$ cat config.mk
export PLATFORM = sky130hd
export DESIGN_NAME = spm_port
export DESIGN_NICKNAME = d
export VERILOG_FILES = /design/src/common/spm_pkg.sv /design/src/spm_port.sv
export VERILOG_INCLUDE_DIRS = /design/src /design/src/common
export SDC_FILE = /design/constraint.sdc
export NUM_CORES = 1
export LEC_CHECK = 0
export ABC_CLOCK_PERIOD_IN_PS = 2000
export BUFFER_PORTS_ARGS = -buffer_cell sky130_fd_sc_hd__clkbuf_2
export CORE_MARGIN = 1.5
export CORE_UTILIZATION = 49
export DETAILED_ROUTE_END_ITERATION = 7
export PLACE_DENSITY_LB_ADDON = 0.12
export SLEW_MARGIN = 5
export SYNTH_ARGS = -nofsm -noshare
export SYNTH_HDL_FRONTEND = slang
export SYNTH_SLANG_ARGS = --single-unit
$ cat constraint.sdc
create_clock -name clk_sys -period 2 [get_ports clk_sys]
set_input_delay 0.2 -clock clk_sys [delete_from_list [all_inputs] [get_ports clk_sys]]
set_output_delay 0.2 -clock clk_sys [all_outputs]
set_load 0.005 [all_outputs]
$ cat src/common/spm_regs.svh
`ifndef SPM_REGS_SVH
`define SPM_REGS_SVH
// ----------------------------------------------------------------
// Register offsets (byte addresses, one word each)
// ----------------------------------------------------------------
`define SPM_OFS_CTRL 8'h00
`define SPM_OFS_CFG 8'h04
`define SPM_OFS_DATA 8'h08
`define SPM_OFS_RATE 8'h0c
// ----------------------------------------------------------------
// Control register fields
// ----------------------------------------------------------------
`define SPM_CTRL_DONE 7
`define SPM_CTRL_WRITE_COLLISION_FLAG 6
`define SPM_CTRL_MODE_FAULT_FLAG 5
`define SPM_CTRL_OVRN 4
`define SPM_CTRL_SMD_HI 3
`define SPM_CTRL_SMD_LO 2
`define SPM_CTRL_IRQEN 1
`define SPM_CTRL_EN 0
// ----------------------------------------------------------------
// Configuration register fields
// ----------------------------------------------------------------
`define SPM_CFG_BUSY 7
`define SPM_CFG_MST 6
`define SPM_CFG_CPHA 5
`define SPM_CFG_CPOL 4
`define SPM_CFG_SLVSEL 3
`define SPM_CFG_SSIN 2
`define SPM_CFG_SHEMPTY 1
`define SPM_CFG_RXEMPTY 0
// ----------------------------------------------------------------
// Reset values and counts
// ----------------------------------------------------------------
`define SPM_RST_SMD 2'h1
`define SPM_RST_RATE 8'h00
`define SPM_LAST_TOGGLE 4'hf
`define SPM_LAST_BIT 3'h7
`endif

$ cat src/common/spm_pkg.sv
// ----------------------------------------------------------------
// Shared types
// ----------------------------------------------------------------
package spm_pkg;
  // One bit per serial pin
  typedef struct packed {
    logic sck;
    logic mosi;
    logic miso;
    logic ss;
  } spm_pins_t;
  // Transfer engine state
  typedef enum logic {SPM_IDLE, SPM_BUSY} spm_state_t;
endpackage

$ cat src/spm_port.sv
// The implementer's own choices: the placing of the registers and the APB register port.
`timescale 1ns/1ns
`include "spm_regs.svh"
// Overview of operation
// - Bits travel most significant first on both data lines.
// - As master, MOSI is driven from the shift register top bit.
// - MISO floats when disabled or when an unselected 4-wire slave.
// - A 3-wire slave always drives MISO from the shift register top.
// - An unselected 4-wire slave ignores all SCK activity.
// - Select mode 00: 3-wire, select unused, slave always selected.
// - Select mode 01: select is input; falling select stops master.
// - Select mode 1x: select is an output equal to the low mode bit.
// - Select routed to a pin in every mode except 3-wire.
// - Setting the master enable bit enters master mode.
// - Data write loads transmit buffer; empty shifter takes it, starts.
// - A master transfer shifts out at once while driving SCK.
// - Each transfer end sets the done flag; interrupt when enabled.
// - Done flag means both sent and received; slave shifts alongside.
// - A full received byte moves to the receive buffer, unless a slave's is still full: overrun set.
// - Select mode resets to multi-master, high bit 0, low bit 1.
// - Low select on a multi-master master clears enables, sets mode fault.
// - Phase and polarity pick four clockings; both ends must agree.
// - Data write while buffer still full is dropped; collision set.
module spm_port
  import spm_pkg::*;
#(
  parameter int DATA_W = 8
) (
  input wire logic clk_sys,
  input wire logic nrst,
  input wire logic psel,
  input wire logic penable,
  input wire logic pwrite,
  input wire logic [7:0] paddr,
  input wire logic [31:0] pwdata,
  output logic [31:0] prdata,
  output logic pready,
  output logic pslverr,
  input wire spm_pins_t pin_i,
  output spm_pins_t pin_o,
  output spm_pins_t pin_oe_n,
  output logic ss_routed,
  output logic irq
);
  // ----------------------------------------------------------------
  // Elaboration check
  // ----------------------------------------------------------------
  if (DATA_W != 8) begin : g_bad_width
    $error("spm_port supports only 8-bit bytes");
  end
  // ----------------------------------------------------------------
  // State
  // ----------------------------------------------------------------
  spm_pins_t s1_q, s2_q, po_q, poe_q;
  logic sck_prev_q, ss_prev_q;
  logic en_q, mst_q, cpha_q, cpol_q, irqen_q;
  logic [1:0] smd_q;
  logic [7:0] rate_q, div_q;
  logic done_q, write_collision_flag_q, mode_fault_flag_q, ovrn_q;
  logic [7:0] txbuf_q, tx_sh_q, rx_sh_q, rxbuf_q;
  logic txfull_q, sh_empty_q, rxfull_q;
  spm_state_t st_q;
  logic sck_q;
  logic [3:0] tog_q;
  logic [2:0] cnt_q;
  logic [31:0] prdata_q;
  logic pready_q, pslverr_q, route_q, irq_q;
  // ----------------------------------------------------------------
  // Bus decode
  // ----------------------------------------------------------------
  wire acc = psel & penable & pready_q;
  wire wr = acc & pwrite;
  wire rd = acc & ~pwrite;
  wire hit_ctrl = paddr == `SPM_OFS_CTRL;
  wire hit_cfg = paddr == `SPM_OFS_CFG;
  wire hit_data = paddr == `SPM_OFS_DATA;
  wire hit_rate = paddr == `SPM_OFS_RATE;
  wire mapped = hit_ctrl | hit_cfg | hit_data | hit_rate;
  wire wr_ctrl = wr & hit_ctrl;
  wire wr_cfg = wr & hit_cfg;
  wire wr_data = wr & hit_data;
  wire rd_data = rd & hit_data;
  // ----------------------------------------------------------------
  // Selection, edges and transfer events
  // ----------------------------------------------------------------
  wire busy = st_q == SPM_BUSY;
  wire ss_s = s2_q.ss;
  wire mmode = smd_q == 2'h1;
  wire slave_sel = ~mmode | ~ss_s;
  wire slv_act = en_q & ~mst_q & slave_sel;
  wire fault = en_q & mst_q & mmode & ~ss_s;
  wire ss_fall = mmode & ss_prev_q & ~ss_s;
  wire m_edge = en_q & mst_q & busy & (div_q == rate_q);
  wire m_lead = sck_q == cpol_q;
  wire s_edge = slv_act & (s2_q.sck != sck_prev_q);
  wire s_lead = sck_prev_q == cpol_q;
  wire edge_ev = mst_q ? m_edge : s_edge;
  wire lead = mst_q ? m_lead : s_lead;
  wire sample = edge_ev & (lead != cpha_q);
  wire launch = edge_ev & (lead == cpha_q);
  // Shifting only inside a frame keeps a reloaded byte whole
  wire shift_tx = launch & busy & ~(cpha_q & (cnt_q == 3'h0));
  wire in_bit = mst_q ? s2_q.miso : s2_q.mosi;
  wire [7:0] rx_next = sample ? {rx_sh_q[6:0], in_bit} : rx_sh_q;
  wire m_fin = m_edge & (tog_q == `SPM_LAST_TOGGLE);
  wire s_fin = ~mst_q & sample & (cnt_q == `SPM_LAST_BIT);
  wire fin = m_fin | s_fin;
  wire load = en_q & txfull_q & sh_empty_q & ~busy;
  wire m_start = load & mst_q;
  wire keep_rx = mst_q | ~rxfull_q;
  wire write_collision_flag_set = wr_data & txfull_q;
  wire ovrn_set = fin & ~keep_rx;
  wire ctl_clr = wr_ctrl;
  // Control register view
  wire [7:0] ctrl_v = {done_q, write_collision_flag_q, mode_fault_flag_q, ovrn_q, smd_q, irqen_q,
                       en_q};
  // Configuration and status view
  wire [7:0] cfg_v = {busy, mst_q, cpha_q, cpol_q, slv_act, ss_s,
                      sh_empty_q, ~rxfull_q};
  wire [7:0] rd_v = hit_ctrl ? ctrl_v : hit_cfg ? cfg_v :
                    hit_data ? rxbuf_q : hit_rate ? rate_q : 8'h00;
  // Pin drive values and enables
  spm_pins_t po_d, poe_d;
  assign po_d = '{sck: sck_q, mosi: tx_sh_q[7], miso: tx_sh_q[7],
                  ss: smd_q[0]};
  assign poe_d = '{sck: ~(en_q & mst_q), mosi: ~(en_q & mst_q),
                   miso: ~slv_act, ss: ~smd_q[1]};
  // ----------------------------------------------------------------
  // Pin synchronisers and edge history
  // ----------------------------------------------------------------
  always_ff @(posedge clk_sys or negedge nrst) begin
    if (!nrst) begin
      s1_q <= '{sck: 1'b0, mosi: 1'b0, miso: 1'b0, ss: 1'b1};
      s2_q <= '{sck: 1'b0, mosi: 1'b0, miso: 1'b0, ss: 1'b1};
      sck_prev_q <= 1'b0;
      ss_prev_q <= 1'b1;
    end else begin
      s1_q <= pin_i;
      s2_q <= s1_q;
      sck_prev_q <= s2_q.sck;
      ss_prev_q <= s2_q.ss;
    end
  end
  // ----------------------------------------------------------------
  // Software registers and flags
  // ----------------------------------------------------------------
  always_ff @(posedge clk_sys or negedge nrst) begin
    if (!nrst) begin
      en_q <= 1'b0;
      mst_q <= 1'b0;
      cpha_q <= 1'b0;
      cpol_q <= 1'b0;
      irqen_q <= 1'b0;
      smd_q <= `SPM_RST_SMD;
      rate_q <= `SPM_RST_RATE;
    end else begin
      if (fault) begin
        en_q <= 1'b0;
        mst_q <= 1'b0;
      end else begin
        if (wr_ctrl) en_q <= pwdata[`SPM_CTRL_EN];
        if (wr_cfg) mst_q <= pwdata[`SPM_CFG_MST];
      end
      if (wr_ctrl) begin
        irqen_q <= pwdata[`SPM_CTRL_IRQEN];
        smd_q <= pwdata[`SPM_CTRL_SMD_HI:`SPM_CTRL_SMD_LO];
      end
      if (wr_cfg) begin
        cpha_q <= pwdata[`SPM_CFG_CPHA];
        cpol_q <= pwdata[`SPM_CFG_CPOL];
      end
      if (wr & hit_rate) rate_q <= pwdata[7:0];
    end
  end
  // Sticky flags: writing 0 clears, a same-cycle set wins
  always_ff @(posedge clk_sys or negedge nrst) begin
    if (!nrst) begin
      done_q <= 1'b0;
      write_collision_flag_q <= 1'b0;
      mode_fault_flag_q <= 1'b0;
      ovrn_q <= 1'b0;
    end else begin
      done_q <= fin | (done_q & ~(ctl_clr & ~pwdata[`SPM_CTRL_DONE]));
      write_collision_flag_q <= write_collision_flag_set | (write_collision_flag_q & ~(ctl_clr & ~pwdata[`SPM_CTRL_WRITE_COLLISION_FLAG]));
      mode_fault_flag_q <= fault | (mode_fault_flag_q & ~(ctl_clr & ~pwdata[`SPM_CTRL_MODE_FAULT_FLAG]));
      ovrn_q <= ovrn_set | (ovrn_q & ~(ctl_clr & ~pwdata[`SPM_CTRL_OVRN]));
    end
  end
  // ----------------------------------------------------------------
  // Transmit buffer, shift registers and receive buffer
  // ----------------------------------------------------------------
  always_ff @(posedge clk_sys or negedge nrst) begin
    if (!nrst) begin
      txbuf_q <= 8'h00;
      txfull_q <= 1'b0;
      tx_sh_q <= 8'h00;
      sh_empty_q <= 1'b1;
      rx_sh_q <= 8'h00;
      rxbuf_q <= 8'h00;
      rxfull_q <= 1'b0;
    end else begin
      if (load) begin
        tx_sh_q <= txbuf_q;
        sh_empty_q <= 1'b0;
      end else if (shift_tx) begin
        tx_sh_q <= {tx_sh_q[6:0], 1'b0};
      end
      if (fin) sh_empty_q <= 1'b1;
      if (wr_data & ~txfull_q) txbuf_q <= pwdata[7:0];
      txfull_q <= (wr_data & ~txfull_q) | (txfull_q & ~load);
      rx_sh_q <= rx_next;
      if (fin & keep_rx) rxbuf_q <= rx_next;
      rxfull_q <= (fin & keep_rx) | (rxfull_q & ~rd_data);
    end
  end
  // ----------------------------------------------------------------
  // Transfer engine: master clock, bit counter
  // ----------------------------------------------------------------
  always_ff @(posedge clk_sys or negedge nrst) begin
    if (!nrst) begin
      st_q <= SPM_IDLE;
      sck_q <= 1'b0;
      div_q <= 8'h00;
      tog_q <= 4'h0;
      cnt_q <= 3'h0;
    end else if (!en_q || fault || (!mst_q && ss_fall)) begin
      st_q <= SPM_IDLE;
      sck_q <= cpol_q;
      div_q <= 8'h00;
      tog_q <= 4'h0;
      cnt_q <= 3'h0;
    end else begin
      case (st_q)
        SPM_IDLE: begin
          sck_q <= cpol_q;
          div_q <= 8'h00;
          tog_q <= 4'h0;
          // A slave frame opens on a leading edge only
          if (m_start || (s_edge && s_lead)) st_q <= SPM_BUSY;
        end
        SPM_BUSY: begin
          if (mst_q) begin
            div_q <= m_edge ? 8'h00 : div_q + 8'h01;
            if (m_edge) begin
              sck_q <= ~sck_q;
              tog_q <= tog_q + 4'h1;
            end
          end
          if (fin) st_q <= SPM_IDLE;
        end
        default: st_q <= SPM_IDLE;
      endcase
      if (sample) cnt_q <= cnt_q + 3'h1;
    end
  end
  // ----------------------------------------------------------------
  // Registered outputs: pins, bus answer, request
  // ----------------------------------------------------------------
  always_ff @(posedge clk_sys or negedge nrst) begin
    if (!nrst) begin
      po_q <= '{sck: 1'b0, mosi: 1'b0, miso: 1'b0, ss: 1'b1};
      poe_q <= '{sck: 1'b1, mosi: 1'b1, miso: 1'b1, ss: 1'b1};
      route_q <= 1'b1;
      irq_q <= 1'b0;
      prdata_q <= 32'h0;
      pready_q <= 1'b0;
      pslverr_q <= 1'b0;
    end else begin
      po_q <= po_d;
      poe_q <= poe_d;
      route_q <= smd_q != 2'h0;
      irq_q <= irqen_q & (done_q | write_collision_flag_q | mode_fault_flag_q | ovrn_q);
      pready_q <= psel & ~penable;
      pslverr_q <= psel & ~penable & ~mapped;
      prdata_q <= {24'h0, rd_v};
    end
  end
  assign pin_o = po_q;
  assign pin_oe_n = poe_q;
  assign ss_routed = route_q;
  assign irq = irq_q;
  assign prdata = prdata_q;
  assign pready = pready_q;
  assign pslverr = pslverr_q;

  logic [3:0] ecnt_q;
  always_ff @(posedge clk_sys or negedge nrst) begin
    if (!nrst) ecnt_q <= 4'h0;
    else if (m_start) ecnt_q <= 4'h0;
    else if (m_edge) ecnt_q <= ecnt_q + 4'h1;
  end
endmodule

# Word level (Yosys, flattened, before mapping)
# Index checks and enable logic that the tools add are counted.
# Widths: inputs -> output; s select.
# word_totals
in_bits,49
reg_bits,99
wordCells,199
out_inout_bits,44
# op_classes
n_addsub,3
n_reduce_logical,16
mux,34
bitwise_logic,88
n_eq_ne,14
# ops
operator,n
$mux 8,10
$and 1x1->1,48
$not 1->1,25
$eq 8x4->1 const B,2
$pmux 8 s2,1
$mux 1,15
$or 1x1->1,15
$mux 4,3
$reduce_bool 2->1,6
$add 8x1->8 const B,1
$eq 8x3->1 const B,1
$eq 8x8->1,1
$logic_not 8->1,1
$pmux 4 s2,1
$mux 3,2
$add 4x1->4 const B,1
$eq 4x4->1 const B,1
$pmux 1 s2,2
$add 3x1->3 const B,1
$eq 1x1->1,3
$eq 3x3->1 const B,1
$logic_not 3->1,1
$logic_or 1x1->1,3
$ne 3x1->1 const B,1
6 further kinds,9

# Logic depth before layout (Yosys ltp)
# Gate-level depths: netlist (run 1).
# depth
depth_word,13
ltp_mapped,7
ltp_nobuf,6

# Least setup slack after synthesis (run 1)
# Ideal clock, no wire load.
# synth_timing
path_kind,register to register
from,register div_q[0]
to,register rxbuf_q[1]
path_slack_ns,-0.158
synth_period_minus_slack_ns,2.158
stages_incl_launch_ff,8
required_time_ns,1.875
t_arrival_ns,2.034
cell_sequence,dfrtp_1 -> xnor2_1 -> nand4_1 -> nor3_4 -> o21ba_2 -> buf_6 -> mux2_4 -> mux2_2
# synth_between
word_cells_on_any_way,10
# synth_rtl
item,line_no,source
"start, declared",spm_port.sv:58,"logic [7:0] rate_q, div_q;"
"start signal, assigned",spm_port.sv:243,div_q <= m_edge ? 8'h00 : div_q + 8'h01;
$eq 8x8->1,spm_port.sv:93,wire m_edge = en_q & mst_q & busy & (div_q == rate_q);
$and 1x1->1,spm_port.sv:93,
$mux 1,spm_port.sv:97,wire edge_ev = mst_q ? m_edge : s_edge;
$and 1x1->1,spm_port.sv:99,wire sample = edge_ev & (lead != cpha_q);
$mux 8,spm_port.sv:104,"wire [7:0] rx_next = sample ? {rx_sh_q[6:0], in_bit} : rx_sh_q;"
net rx_next[1],spm_port.sv:104,
"end signal, assigned",spm_port.sv:212,if (fin & keep_rx) rxbuf_q <= rx_next;
"end, declared",spm_port.sv:60,"logic [7:0] txbuf_q, tx_sh_q, rx_sh_q, rxbuf_q;"
# The timed path passes the listed nets, and every way through them passes these cells.
# A chain may end at the register's enable or synchronous reset.

# Worst setup path in the final report (run 1)
# layout_timing
from,register rate_q[4]
to,register rxbuf_q[5]
# layout_between
word_cells_on_any_way,10
# layout_rtl
item,line_no,source
"start, declared",spm_port.sv:58,
"start signal, assigned",spm_port.sv:155,rate_q <= `SPM_RST_RATE;
"start signal, assigned",spm_port.sv:172,if (wr & hit_rate) rate_q <= pwdata[7:0];
$eq 8x8->1,spm_port.sv:93,
$and 1x1->1,spm_port.sv:93,
$mux 1,spm_port.sv:97,
$and 1x1->1,spm_port.sv:99,
$mux 8,spm_port.sv:104,
net rx_next[5],spm_port.sv:104,
# The timed path passes the listed nets, and every way through them passes these cells.

==> results of run 1 <==
[power by group]
part	switching, µW	internal [µW]	leakage (µW)
clock network	685	455	0.0000868
logic	98.3	56.2	0.00130
registers	8.21	2020	0.00131
total	791	2530	0.00270
[worst min-delay path by stage]
stage                        endpoint  slack (ps)  cells past startpoint
4_1_cts              pready$_DFF_PN0_           6                      2
6_report             pready$_DFF_PN0_           8                      2
5_1_grt              pready$_DFF_PN0_          10                      2
3_3_place_gp        s1_q[0]$_DFF_PN1_         290                      1
3_5_place_dp   tx_sh_q[7]$_DFFE_PN0P_         290                      2
2_1_floorplan          busy$_DFF_PN0_        -100                      0
[cells in the mapped netlist, drive strengths merged (5+ instances only)]
cell    count
a211oi      5
a21oi       7
and3        9
buf        28
clkbuf      8
dfrtp      89
dfstp      10
ha          5
inv         9
mux2       36
mux2i      15
mux4        6
nand2      22
nand3       7
nor2       25
o21ai      17
xnor2      14
xor2        7
[kinds of logic (layout without fill, tap and decap cells)]
group | Yosys count | after routing | synth area share
buffers and inverters | 45 | 130 | 0.0607
DFF | 99 | 99 | 0.552
other | 1 | 24 | 0.000831
and+or+nand+nor | 88 | 88 | 0.108
AOI/OAI and AO/OA | 43 | 43 | 0.0660
xor gates and xnor gates | 21 | 21 | 0.0407
adders and majority gates | 5 | 5 | 0.0139
muxes | 57 | 57 | 0.158
[worst max-delay path: cells and delay by family (launching register included)]
| kind | cells | cell delay, ps |
|---|---|---|
| xor+xnor | 1 | 170 |
| mux | 2 | 590 |
| simple gates | 2 | 520 |
| flops | 1 | 400 |
| compound gates | 1 | 290 |
[metrics by stage]
stage	hold WS, ps	TNS, ps	instances	worst slack, ps	power (µW)
floorplan	-95.6	-717	382	-118	2150
global placement	289	-838	549	-113	2210
detailed placement	292	-1120	549	-156	2210
CTS	5.66	-693	573	-103	3360
global route	14.2	-1870	575	-183	3460
finish	7.84	-496	575	-80.1	3320
[sequential cells by signal, summed over array words and instances (netlist names), 3 cells and up]
register / count
s2_q: 3
tog_q: 4
rxbuf_q: 8
cnt_q: 3
rx_sh_q: 8
pin_o: 3
rate_q: 8
prdata: 8
tx_sh_q: 8
s1_q: 4
txbuf_q: 8
pin_oe_n: 3
div_q: 8
[timing repair]
action,CTS,global route
hold buffers,5,0
pin swaps,7,7
gates resized for setup,16,4
endpoints found under the setup margin,9,22
buffers inserted,3,5
endpoints found under the hold margin,93,0
[routing by layer]
metal / vias to the layer above / routed length (µm) / global-route usage
met4: 0 / 253 / 0.0824
met1: 1477 / 4480 / 0.287
met3: 17 / 399 / 0.0418
met2: 86 / 4160 / 0.309
li1: 1410 / - / -
met5: - / 0 / 0
[cell usage in the layout (no fill, tap or decap), drive strengths merged, types with 2 or more instances in the layout]
master and instances:
nand3b 2, and3 9, a211oi 5, dlygate4sd3 5, o21ai 17, nand2 22
mux4 6, dfrtp 89, nand4b 2, nor2b 3, nand4 4, ha 5
a21oi 7, nor3 3, mux2i 15, buf 57, inv 11, nor2 25
clkbuf 53, xnor2 14, nand3 7, dfstp 10, nand2b 4, mux2 36
xor2 7, o2111ai 4, and2 2, clkinv 3, conb 24
[layout make-up]
class                           count  share of cell area
Multi-Input combinational cell    238               0.346
Tap cell                          108              0.0247
Clock buffer                       10              0.0233
Timing Repair Buffer              105               0.138
Clock inverter                      6             0.00731
Sequential cell                    99               0.454
Inverter                            9             0.00617
==> summary.txt, run 1 <==
Clock network
  – TritonCTS Sinks: just under 100
  – Clk buf depth: 2
  – Root Buffer: clkbuf_8
  – Clock Pin Slew Worst Setup and Hold Paths: approximately 100 ps
  – Latest clock arrival within the worst-skew pair: 370 ps
  – H-Tree Depth: 3
  – CTS Buf Count: 9
  – TritonCTS clock tree: done

Floorplanning
  – Die Ht: 99.0 µm
  – Die area: 9800 µm²
  – I/O pin cnt: 93
  – Die Wd: 99.0 µm
  – Initial Util: 0.513
  – FP Rows: 34
  – Core Box Area: 8810 µm²

Worst setup path
  – R2R Path End: rxbuf_q[5]$_DFFE_PN0P_
  – Critical path class: flip-flop to flip-flop
  – Worst Path Arrival: 2340 ps
  – Crit-path cells: xnor2_1 > nand4_1 > nor3_4 > o21ba_4 > mux2_4 > mux2_4
  – Setup crit end kind: flip-flop
  – Slowest-stage cell, CP: dfrtp_1
  – CP endpoint: rxbuf_q[5]$_DFFE_PN0P_
  – Crit-path most repeated cell: mux2_4
  – Largest stage delay, worst path: 400 ps
  – Reg2reg setup slack: -80 ps
  – Peak fanout along the critical path: 8
  – CP Data Required Time: 2260 ps
  – Critical R2R Launch: rate_q[4]$_DFFE_PN0P_
  – Startpoint Class: flip-flop
  – Reg2Reg Depth: 6
  – Crit. Startpoint: rate_q[4]$_DFFE_PN0P_

Layout
  – Nets: 516
  – Multi-input gate area: 1900 µm²
  – # fillers: 729
  – Proportion of layout cells with a drive suffix above 1: 0.388
  – Area Growth Syn to Fin: 21.4%
  – Fin util: 0.622
  – Final instance area: 5480 µm²
  – N_diodes: 0
  – Register area: 2490 µm²

Global route
  – Pin count of the biggest net entering global routing: 100
  – Total global-route track usage: 0.203
  – Vias in the first global route: 2925
  – Initial antenna violation count: 0
  – GRT overflow: 0
  – Global-route wire length before repair: between 15000 and 20000 µm

Power and ir drop
  – Peak supply drop: 0.307 mV
  – Leakage: 0.00270 µW
  – Pwr/cell area: roughly 610 nW/µm²

Outcome
  – Run status: complete, but fails checks
  – Failing checks: design-rule violations, negative setup slack

Route
  – Post-DRT Antenna Nets: 0
  – Drc violations: 12
  – Detailed Route Iter0 Violations: 161
  – DR vias/cell: 5.20
  – WL/cell: roughly 16 µm
  – 1st-pass router iterations: 6
  – Routed wire length: between 9000 and 10000 µm
  – DR vias: between 2000 and 3000

Yosys
  – Area of the mapped netlist: 4510 µm²
  – Most common flop cell mapped by yosys: dfrtp_1
  – Syn Area/Cell: approximately 13 µm²
  – Share of Yosys cell area claimed by the top area cell type: 0.493
  – EDFF count, synth: 0
  – Yosys warns: 0
  – Yosys top cell by area: dfrtp_1
  – Mapped Cells: around 360
  – Seq/Total Area, Yosys: 0.552
  – Ys async rst share: 1.00
  – Netlist cell types: 51
  – Post-synthesis register bit count: 99
  – Synth top area cells: dfrtp_1 49%, mux2_2 7.5%, dfstp_2 5.8%

Timing
  – Clk_skew: around 13 ps
  – Period utilization: 1.04
  – Setup ws final: -80.1 ps
  – Peak Freq: 481 MHz
  – # setup viols final: 8
  – Worst-margin pin slew: roughly 560 ps
  – Final hold vios: 0
  – RSZ-0062 raised after global routing: yes
  – Max transition margin: 0.622
  – Period minus WS final: between 2000 and 2500 ps
  – Slew Limit Fails: 0

Placed design
  – DP HPWL: 6640 µm
  – Placed Area: 5160 µm²
  – Port Buffer Count: 44
  – Placer Congestion: 0.870

Flow run
  – Max cap viols: 0

Hold path
  – Worst hold path type: input port to flip-flop
  – Hold_sp: penable
Note: power is estimated with default switching activity, not from simulation.
==> run 2: changes to the inputs <==
- CTS_BUF_LIST: unset -> sky130_fd_sc_hd__clkbuf_16
==> run 2 against run 1 <==
The run still ends with design-rule violations, negative setup slack left. Die area did not move. Clock-buffer cell count shrank 1. Setup slack lost 22 ps. Non-clock buffer count stayed put. Utilization grew 1.2 points. Largest power group unchanged. Highest routed layer unchanged.
==> summary.txt, run 2 (synthesis gave the netlist of run 1 again) <==
Outcome
  – Run status: complete, but fails checks (unchanged)
  – Failing checks: design-rule violations, negative setup slack (unchanged)

Timing
  – # setup viols final: 8 (unchanged)
  – RSZ-0062 raised after global routing: yes (unchanged)
  – Peak Freq: 476 MHz (was 481 MHz)
  – Slew Limit Fails: 0 (unchanged)
  – Period minus WS final: 2100 ps (was 2080 ps)
  – Final hold vios: 0 (unchanged)
  – Max transition margin: 0.621 (was 0.622)
  – Worst-margin pin slew: 562 ps (was 561 ps)
  – Clk_skew: 5.29 ps (was 13.0 ps)
  – Setup ws final: -102 ps (was -80.1 ps)
  – Period utilization: 1.05 (was 1.04)
  – Total Neg Setup Slack: -670 ps (was -496 ps)

Layout
  – Nets: 516 (unchanged)
  – Proportion of layout cells with a drive suffix above 1: 0.388 (unchanged)
  – Commonest non-fill, non-tap cell in the layout: dfrtp_1 (unchanged)
  – Most frequent cells in the layout: 89 x dfrtp_1, 50 x buf_4, 43 x clkbuf_2 (unchanged)
  – Final instance area: 5580 µm² (was 5480 µm²)
  – Area Growth Syn to Fin: 23.6% (was 21.4%)
  – N_diodes: 0 (unchanged)
  – Fin util: 0.634 (was 0.622)

Placed design
  – DP HPWL: 6640 µm (unchanged)
  – Placer Congestion: 0.870 (unchanged)
  – Placed Area: 5160 µm² (unchanged)
  – Port Buffer Count: 44 (unchanged)

Power and ir drop
  – Switching Share: 0.223 (was 0.238)
  – Final Power: 3760 µW (was 3320 µW)
  – NetSw: 840 µW (was 791 µW)
  – Peak supply drop: 0.347 mV (was 0.307 mV)
  – Clock power frac: 0.419 (was 0.343)
  – Internal Power: 2920 µW (was 2530 µW)
  – Pwr/cell area: 673 nW/µm² (was 606 nW/µm²)
  – Leakage: 0.00275 µW (was 0.00270 µW)
  – Sequential share of power: 0.540 (was 0.610)
  – Combinational power share: 0.041 (was 0.047)

Worst setup path
  – Reg2Reg Depth: 6 (unchanged)
  – Critical R2R Launch: rate_q[4]$_DFFE_PN0P_ (unchanged)
  – Startpoint Class: flip-flop (unchanged)
  – Reg2reg setup slack: -100 ps (was -80 ps)
  – R2R Path End: rxbuf_q[5]$_DFFE_PN0P_ (unchanged)
  – Peak fanout along the critical path: 8 (unchanged)
  – Worst Path Arrival: 2330 ps (was 2340 ps)
  – CP Data Required Time: 2230 ps (was 2260 ps)
  – CP endpoint: rxbuf_q[5]$_DFFE_PN0P_ (unchanged)
  – Critical path class: flip-flop to flip-flop (unchanged)
  – Setup crit end kind: flip-flop (unchanged)
  – Crit. Startpoint: rate_q[4]$_DFFE_PN0P_ (unchanged)

Global route
  – Pin count of the biggest net entering global routing: 100 (unchanged)
  – Global-route wire length before repair: 15200 µm (was 15100 µm)
  – Initial antenna violation count: 0 (unchanged)
  – Total global-route track usage: 0.206 (was 0.203)
  – Vias in the first global route: 2930 (was 2925)
  – GRT overflow: 0 (unchanged)

Route
  – 1st-pass router iterations: 7 (was 6)
  – WL/cell: 16.2 µm (about the same)
  – DR vias/cell: 5.12 (was 5.20)
  – Post-DRT Antenna Nets: 0 (unchanged)
  – DR vias: 2942 (was 2990)
  – Drc violations: 12 (unchanged)
  – Routed wire length: 9290 µm (was 9300 µm)
  – Detailed Route Iter0 Violations: 125 (was 161)

Clock network
  – TritonCTS Sinks: 99 (unchanged)
  – Latest clock arrival within the worst-skew pair: 340 ps (was 370 ps)
  – CTS Buf Count: 9 (unchanged)
  – Clock Pin Slew Worst Setup and Hold Paths: 70 ps (was 100 ps)
  – TritonCTS clock tree: done (unchanged)
  – Clk buf depth: 2 (unchanged)
  – H-Tree Depth: 3 (unchanged)
  – Root Buffer: clkbuf_16 (was clkbuf_8)

Flow run
  – Max cap viols: 0 (unchanged)

Floorplanning
  – Core Box Area: 8810 µm² (unchanged)
  – Die area: 9800 µm² (unchanged)
  – FP Rows: 34 (unchanged)
  – Initial Util: 0.513 (unchanged)
  – Die Ht: 99.0 µm (unchanged)
  – I/O pin cnt: 93 (unchanged)
  – Die Wd: 99.0 µm (unchanged)

Hold path
  – Worst hold path type: input port to flip-flop (unchanged)
  – Hold_sp: penable (unchanged)
run 2: routing by layer:
layer,vias to the layer above,share of wire,global-route usage
met5,-,0,0
met4,0,0.018,0.0747
met3,13,0.047,0.0511
met2,74,0.45,0.313
met1,1447,0.48,0.288
li1,1408,-,-
run 2: layout make-up:
type	instances	area, µm²
sequential	99	2490
timing repair buffer	105	754
inverter	9	33.8
clock inverter	7	43.8
clock buffer	9	225
tap	108	135
multi-input combinational	238	1900
fill	716	3230
run 2: how the worst min path moves through the flow:
stage                             endpoint  cells past startpoint  slack (ps)
floorplan                   busy$_DFF_PN0_                      0        -100
global placement         s1_q[0]$_DFF_PN1_                      1         290
detailed placement  tx_sh_q[7]$_DFFE_PN0P_                      2         290
CTS                       pready$_DFF_PN0_                      2          40
global route              pready$_DFF_PN0_                      2          50
finish                    pready$_DFF_PN0_                      2          50
run 2: critical path, stage by stage, from the launching register on:
cell and delay [ps]:
dfrtp_1 390, xnor2_1 170, nand4_1 200, nor3_4 340
o21ba_4 290, mux2_4 330, mux2_4 260
run 2: timing repair:
action                                  4_1_cts  5_1_grt
endpoints found under the setup margin        9       22
pin swaps                                     8        6
hold endpoints to repair                     93        0
resized for setup                            14        4
hold buffers                                  5        0
setup buffers                                 3        5
run 2: power groups by stage:
| stage | Sequential [µW] | Combinational (µW) | Clock, µW |
|---|---|---|---|
| global route | 2030 | 174 | 1710 |
| floorplan | 2060 | 85.1 | 0 |
| detailed placement | 2070 | 148 | 0 |
| finish | 2030 | 154 | 1570 |
| global placement | 2070 | 146 | 0 |
| CTS | 2030 | 157 | 1620 |
run 2: stage by stage:
stage	setup WS [ps]	instances	hold slack, ps
floorplan	-118	382	-95.6
global placement	-113	549	289
detailed placement	-156	549	292
CTS	-102	572	43.6
global route	-192	575	52.0
finish	-102	575	47.4
==> run 3: changes to the inputs <==
- SETUP_SLACK_MARGIN: unset -> 0.1
==> run 3 against run 2 <==
The run still ends with design-rule violations, negative setup slack left. Cell count is 0.52% higher. Largest cell class unchanged. Largest power group unchanged. Routed wire length increased by 1.5%. Sequential power about the same. First-iteration DRC count is 14% higher. Clock-buffer cell count stayed put. Total power up 2.4%. Non-clock buffer count is 3 higher. Highest routed layer unchanged.
==> summary.txt, run 3 (synthesis gave the netlist of run 1 again) <==
Outcome
  – Run status: complete, but fails checks (unchanged)
  – Failing checks: design-rule violations, negative setup slack (unchanged)

Placed design
  – Placer Congestion: 0.861 (was 0.870)
  – Port Buffer Count: 44 (unchanged)
  – DP HPWL: 6680 µm (was 6640 µm)
  – Placed Area: 5140 µm² (was 5160 µm²)
  – Dpl cells: 549 (unchanged)
  – Setup Slack @ Placement: -187 ps (was -156 ps)

Worst setup path
  – Setup crit end kind: flip-flop (unchanged)
  – Peak fanout along the critical path: 8 (unchanged)
  – Worst Path Arrival: 2350 ps (was 2330 ps)
  – Crit. Startpoint: rate_q[4]$_DFFE_PN0P_ (unchanged)
  – Startpoint Class: flip-flop (unchanged)
  – Critical path class: flip-flop to flip-flop (unchanged)
  – CP Data Required Time: 2230 ps (about the same)
  – Critical R2R Launch: rate_q[4]$_DFFE_PN0P_ (unchanged)

Clock network
  – CTS Buf Count: 9 (unchanged)
  – Clock Pin Slew Worst Setup and Hold Paths: 70 ps (about the same)
  – TritonCTS Sinks: 99 (unchanged)
  – TritonCTS clock tree: done (unchanged)
  – Clk buf depth: 2 (unchanged)
  – H-Tree Depth: 3 (unchanged)
  – Latest clock arrival within the worst-skew pair: 340 ps (about the same)
  – Root Buffer: clkbuf_16 (unchanged)

Timing
  – Period minus WS final: 2110 ps (was 2100 ps)
  – Period utilization: 1.06 (was 1.05)
  – Slew Limit Fails: 0 (unchanged)
  – Max transition margin: 0.622 (was 0.621)
  – Final hold vios: 0 (unchanged)
  – Final hold slack: 52.6 ps (was 47.4 ps)
  – # setup viols final: 16 (was 8)
  – Peak Freq: 473 MHz (was 476 MHz)
  – Clk_skew: 8.10 ps (was 5.29 ps)
  – Worst-margin pin slew: 561 ps (was 562 ps)
  – RSZ-0062 raised after global routing: yes (unchanged)
  – Setup ws final: -114 ps (was -102 ps)

Layout
  – Register area: 2490 µm² (about the same)
  – Nets: 519 (was 516)
  – # fillers: 684 (was 716)
  – Commonest non-fill, non-tap cell in the layout: dfrtp_1 (unchanged)
  – Proportion of layout cells with a drive suffix above 1: 0.426 (was 0.388)
  – Multi-input gate area: 1970 µm² (was 1900 µm²)
  – Area Growth Syn to Fin: 26.2% (was 23.6%)
  – Most frequent cells in the layout: 88 x dfrtp_1, 51 x buf_4, 43 x clkbuf_2 (was 89 x dfrtp_1, 50 x buf_4, 43 x clkbuf_2)
  – Finished Layout Cells: 578 (was 575)
  – N_diodes: 0 (unchanged)
  – Final instance area: 5700 µm² (was 5580 µm²)
  – Fin util: 0.647 (was 0.634)

Power and ir drop
  – Leakage: 0.00277 µW (was 0.00275 µW)
  – Pwr/cell area: 675 nW/µm² (was 673 nW/µm²)
  – Peak supply drop: 0.381 mV (was 0.347 mV)

Global route
  – GRT overflow: 0 (unchanged)
  – Total global-route track usage: 0.204 (was 0.206)
  – Global-route wire length before repair: 15100 µm (was 15200 µm)
  – Vias in the first global route: 2892 (was 2930)
  – Pin count of the biggest net entering global routing: 100 (unchanged)
  – Initial antenna violation count: 0 (unchanged)

Floorplanning
  – FP Rows: 34 (unchanged)
  – Die Wd: 99.0 µm (unchanged)
  – I/O pin cnt: 93 (unchanged)
  – Initial Util: 0.513 (unchanged)
  – Die area: 9800 µm² (unchanged)
  – Die Ht: 99.0 µm (unchanged)
  – Core Box Area: 8810 µm² (unchanged)

Route
  – Routed wire length: 9440 µm (was 9290 µm)
  – Post-DRT Antenna Nets: 0 (unchanged)
  – DR vias/cell: 5.17 (was 5.12)
  – Detailed Route Iter0 Violations: 143 (was 125)
  – Drc violations: 9 (was 12)
  – DR vias: 2987 (was 2942)
  – 1st-pass router iterations: 8 (was 7)
  – WL/cell: 16.3 µm (was 16.2 µm)

Hold path
  – Worst hold path type: input port to flip-flop (unchanged)
  – Hold_sp: penable (unchanged)

Flow run
  – Max cap viols: 0 (unchanged)
==> run 3: timing repair <==
action,CTS,global route
setup endpoints to repair,20,33
pin swaps,5,11
hold buffers,5,0
setup buffers,3,5
endpoints found under the hold margin,93,0
gates cloned,0,1
gates resized for setup,16,28
==> run 3: final timing paths <==
kind / to / slack (ps) / cells after the start
setup / recovery: rxbuf_q[7]$_DFFE_PN0P_ / -110 / 6
hold / removal: pready$_DFF_PN0_ / 50 / 2
setup reg to reg: rxbuf_q[7]$_DFFE_PN0P_ / -110 / 6
hold reg to reg: s2_q[2]$_DFF_PN0_ / 350 / 0
max in group asynchronous: s1_q[0]$_DFF_PN1_ / 1150 / 3
min in group asynchronous: pin_o[1]$_DFF_PN0_ / 460 / 3
==> run 3: area by class of cell <==
| cell class | count | share of cell area |
|---|---|---|
| Clock buffer | 9 | 0.0395 |
| Multi-Input combinational cell | 238 | 0.347 |
| Timing Repair Buffer | 108 | 0.136 |
| Inverter | 9 | 0.00593 |
| Clock inverter | 7 | 0.0108 |
| Sequential cell | 99 | 0.437 |
| Tap cell | 108 | 0.0237 |
==> run 3: per-stage QoR <==
step	TNS [ps]	power, µW
2_1_floorplan	-717	2150
3_3_place_gp	-1010	2210
3_5_place_dp	-1140	2210
4_1_cts	-995	3890
5_1_grt	-2790	4000
6_report	-852	3850
==> run 3: layer usage <==
layer / vias up / routed length, µm / global-route usage
met3: 12 / 434 / 0.0355
met2: 83 / 4430 / 0.312
li1: 1427 / - / -
met5: - / 0 / 0
met1: 1465 / 4430 / 0.290
met4: 0 / 146 / 0.0802
==> run 3: power by group <==
group          switching [µW]  internal [µW]  leakage, µW
Sequential               8.47           2020      0.00131
Combinational            99.0           59.0      0.00132
Clock                     795            868     0.000135
Total                     902           2950      0.00277
==> run 3: worst max-delay path, stage by stage, from the launching register on <==
cell     delay, ps
dfrtp_1        410
xnor2_2        150
nand4_1        190
nor3_4         360
o21ba_4        290
mux2_4         330
mux2_4         260
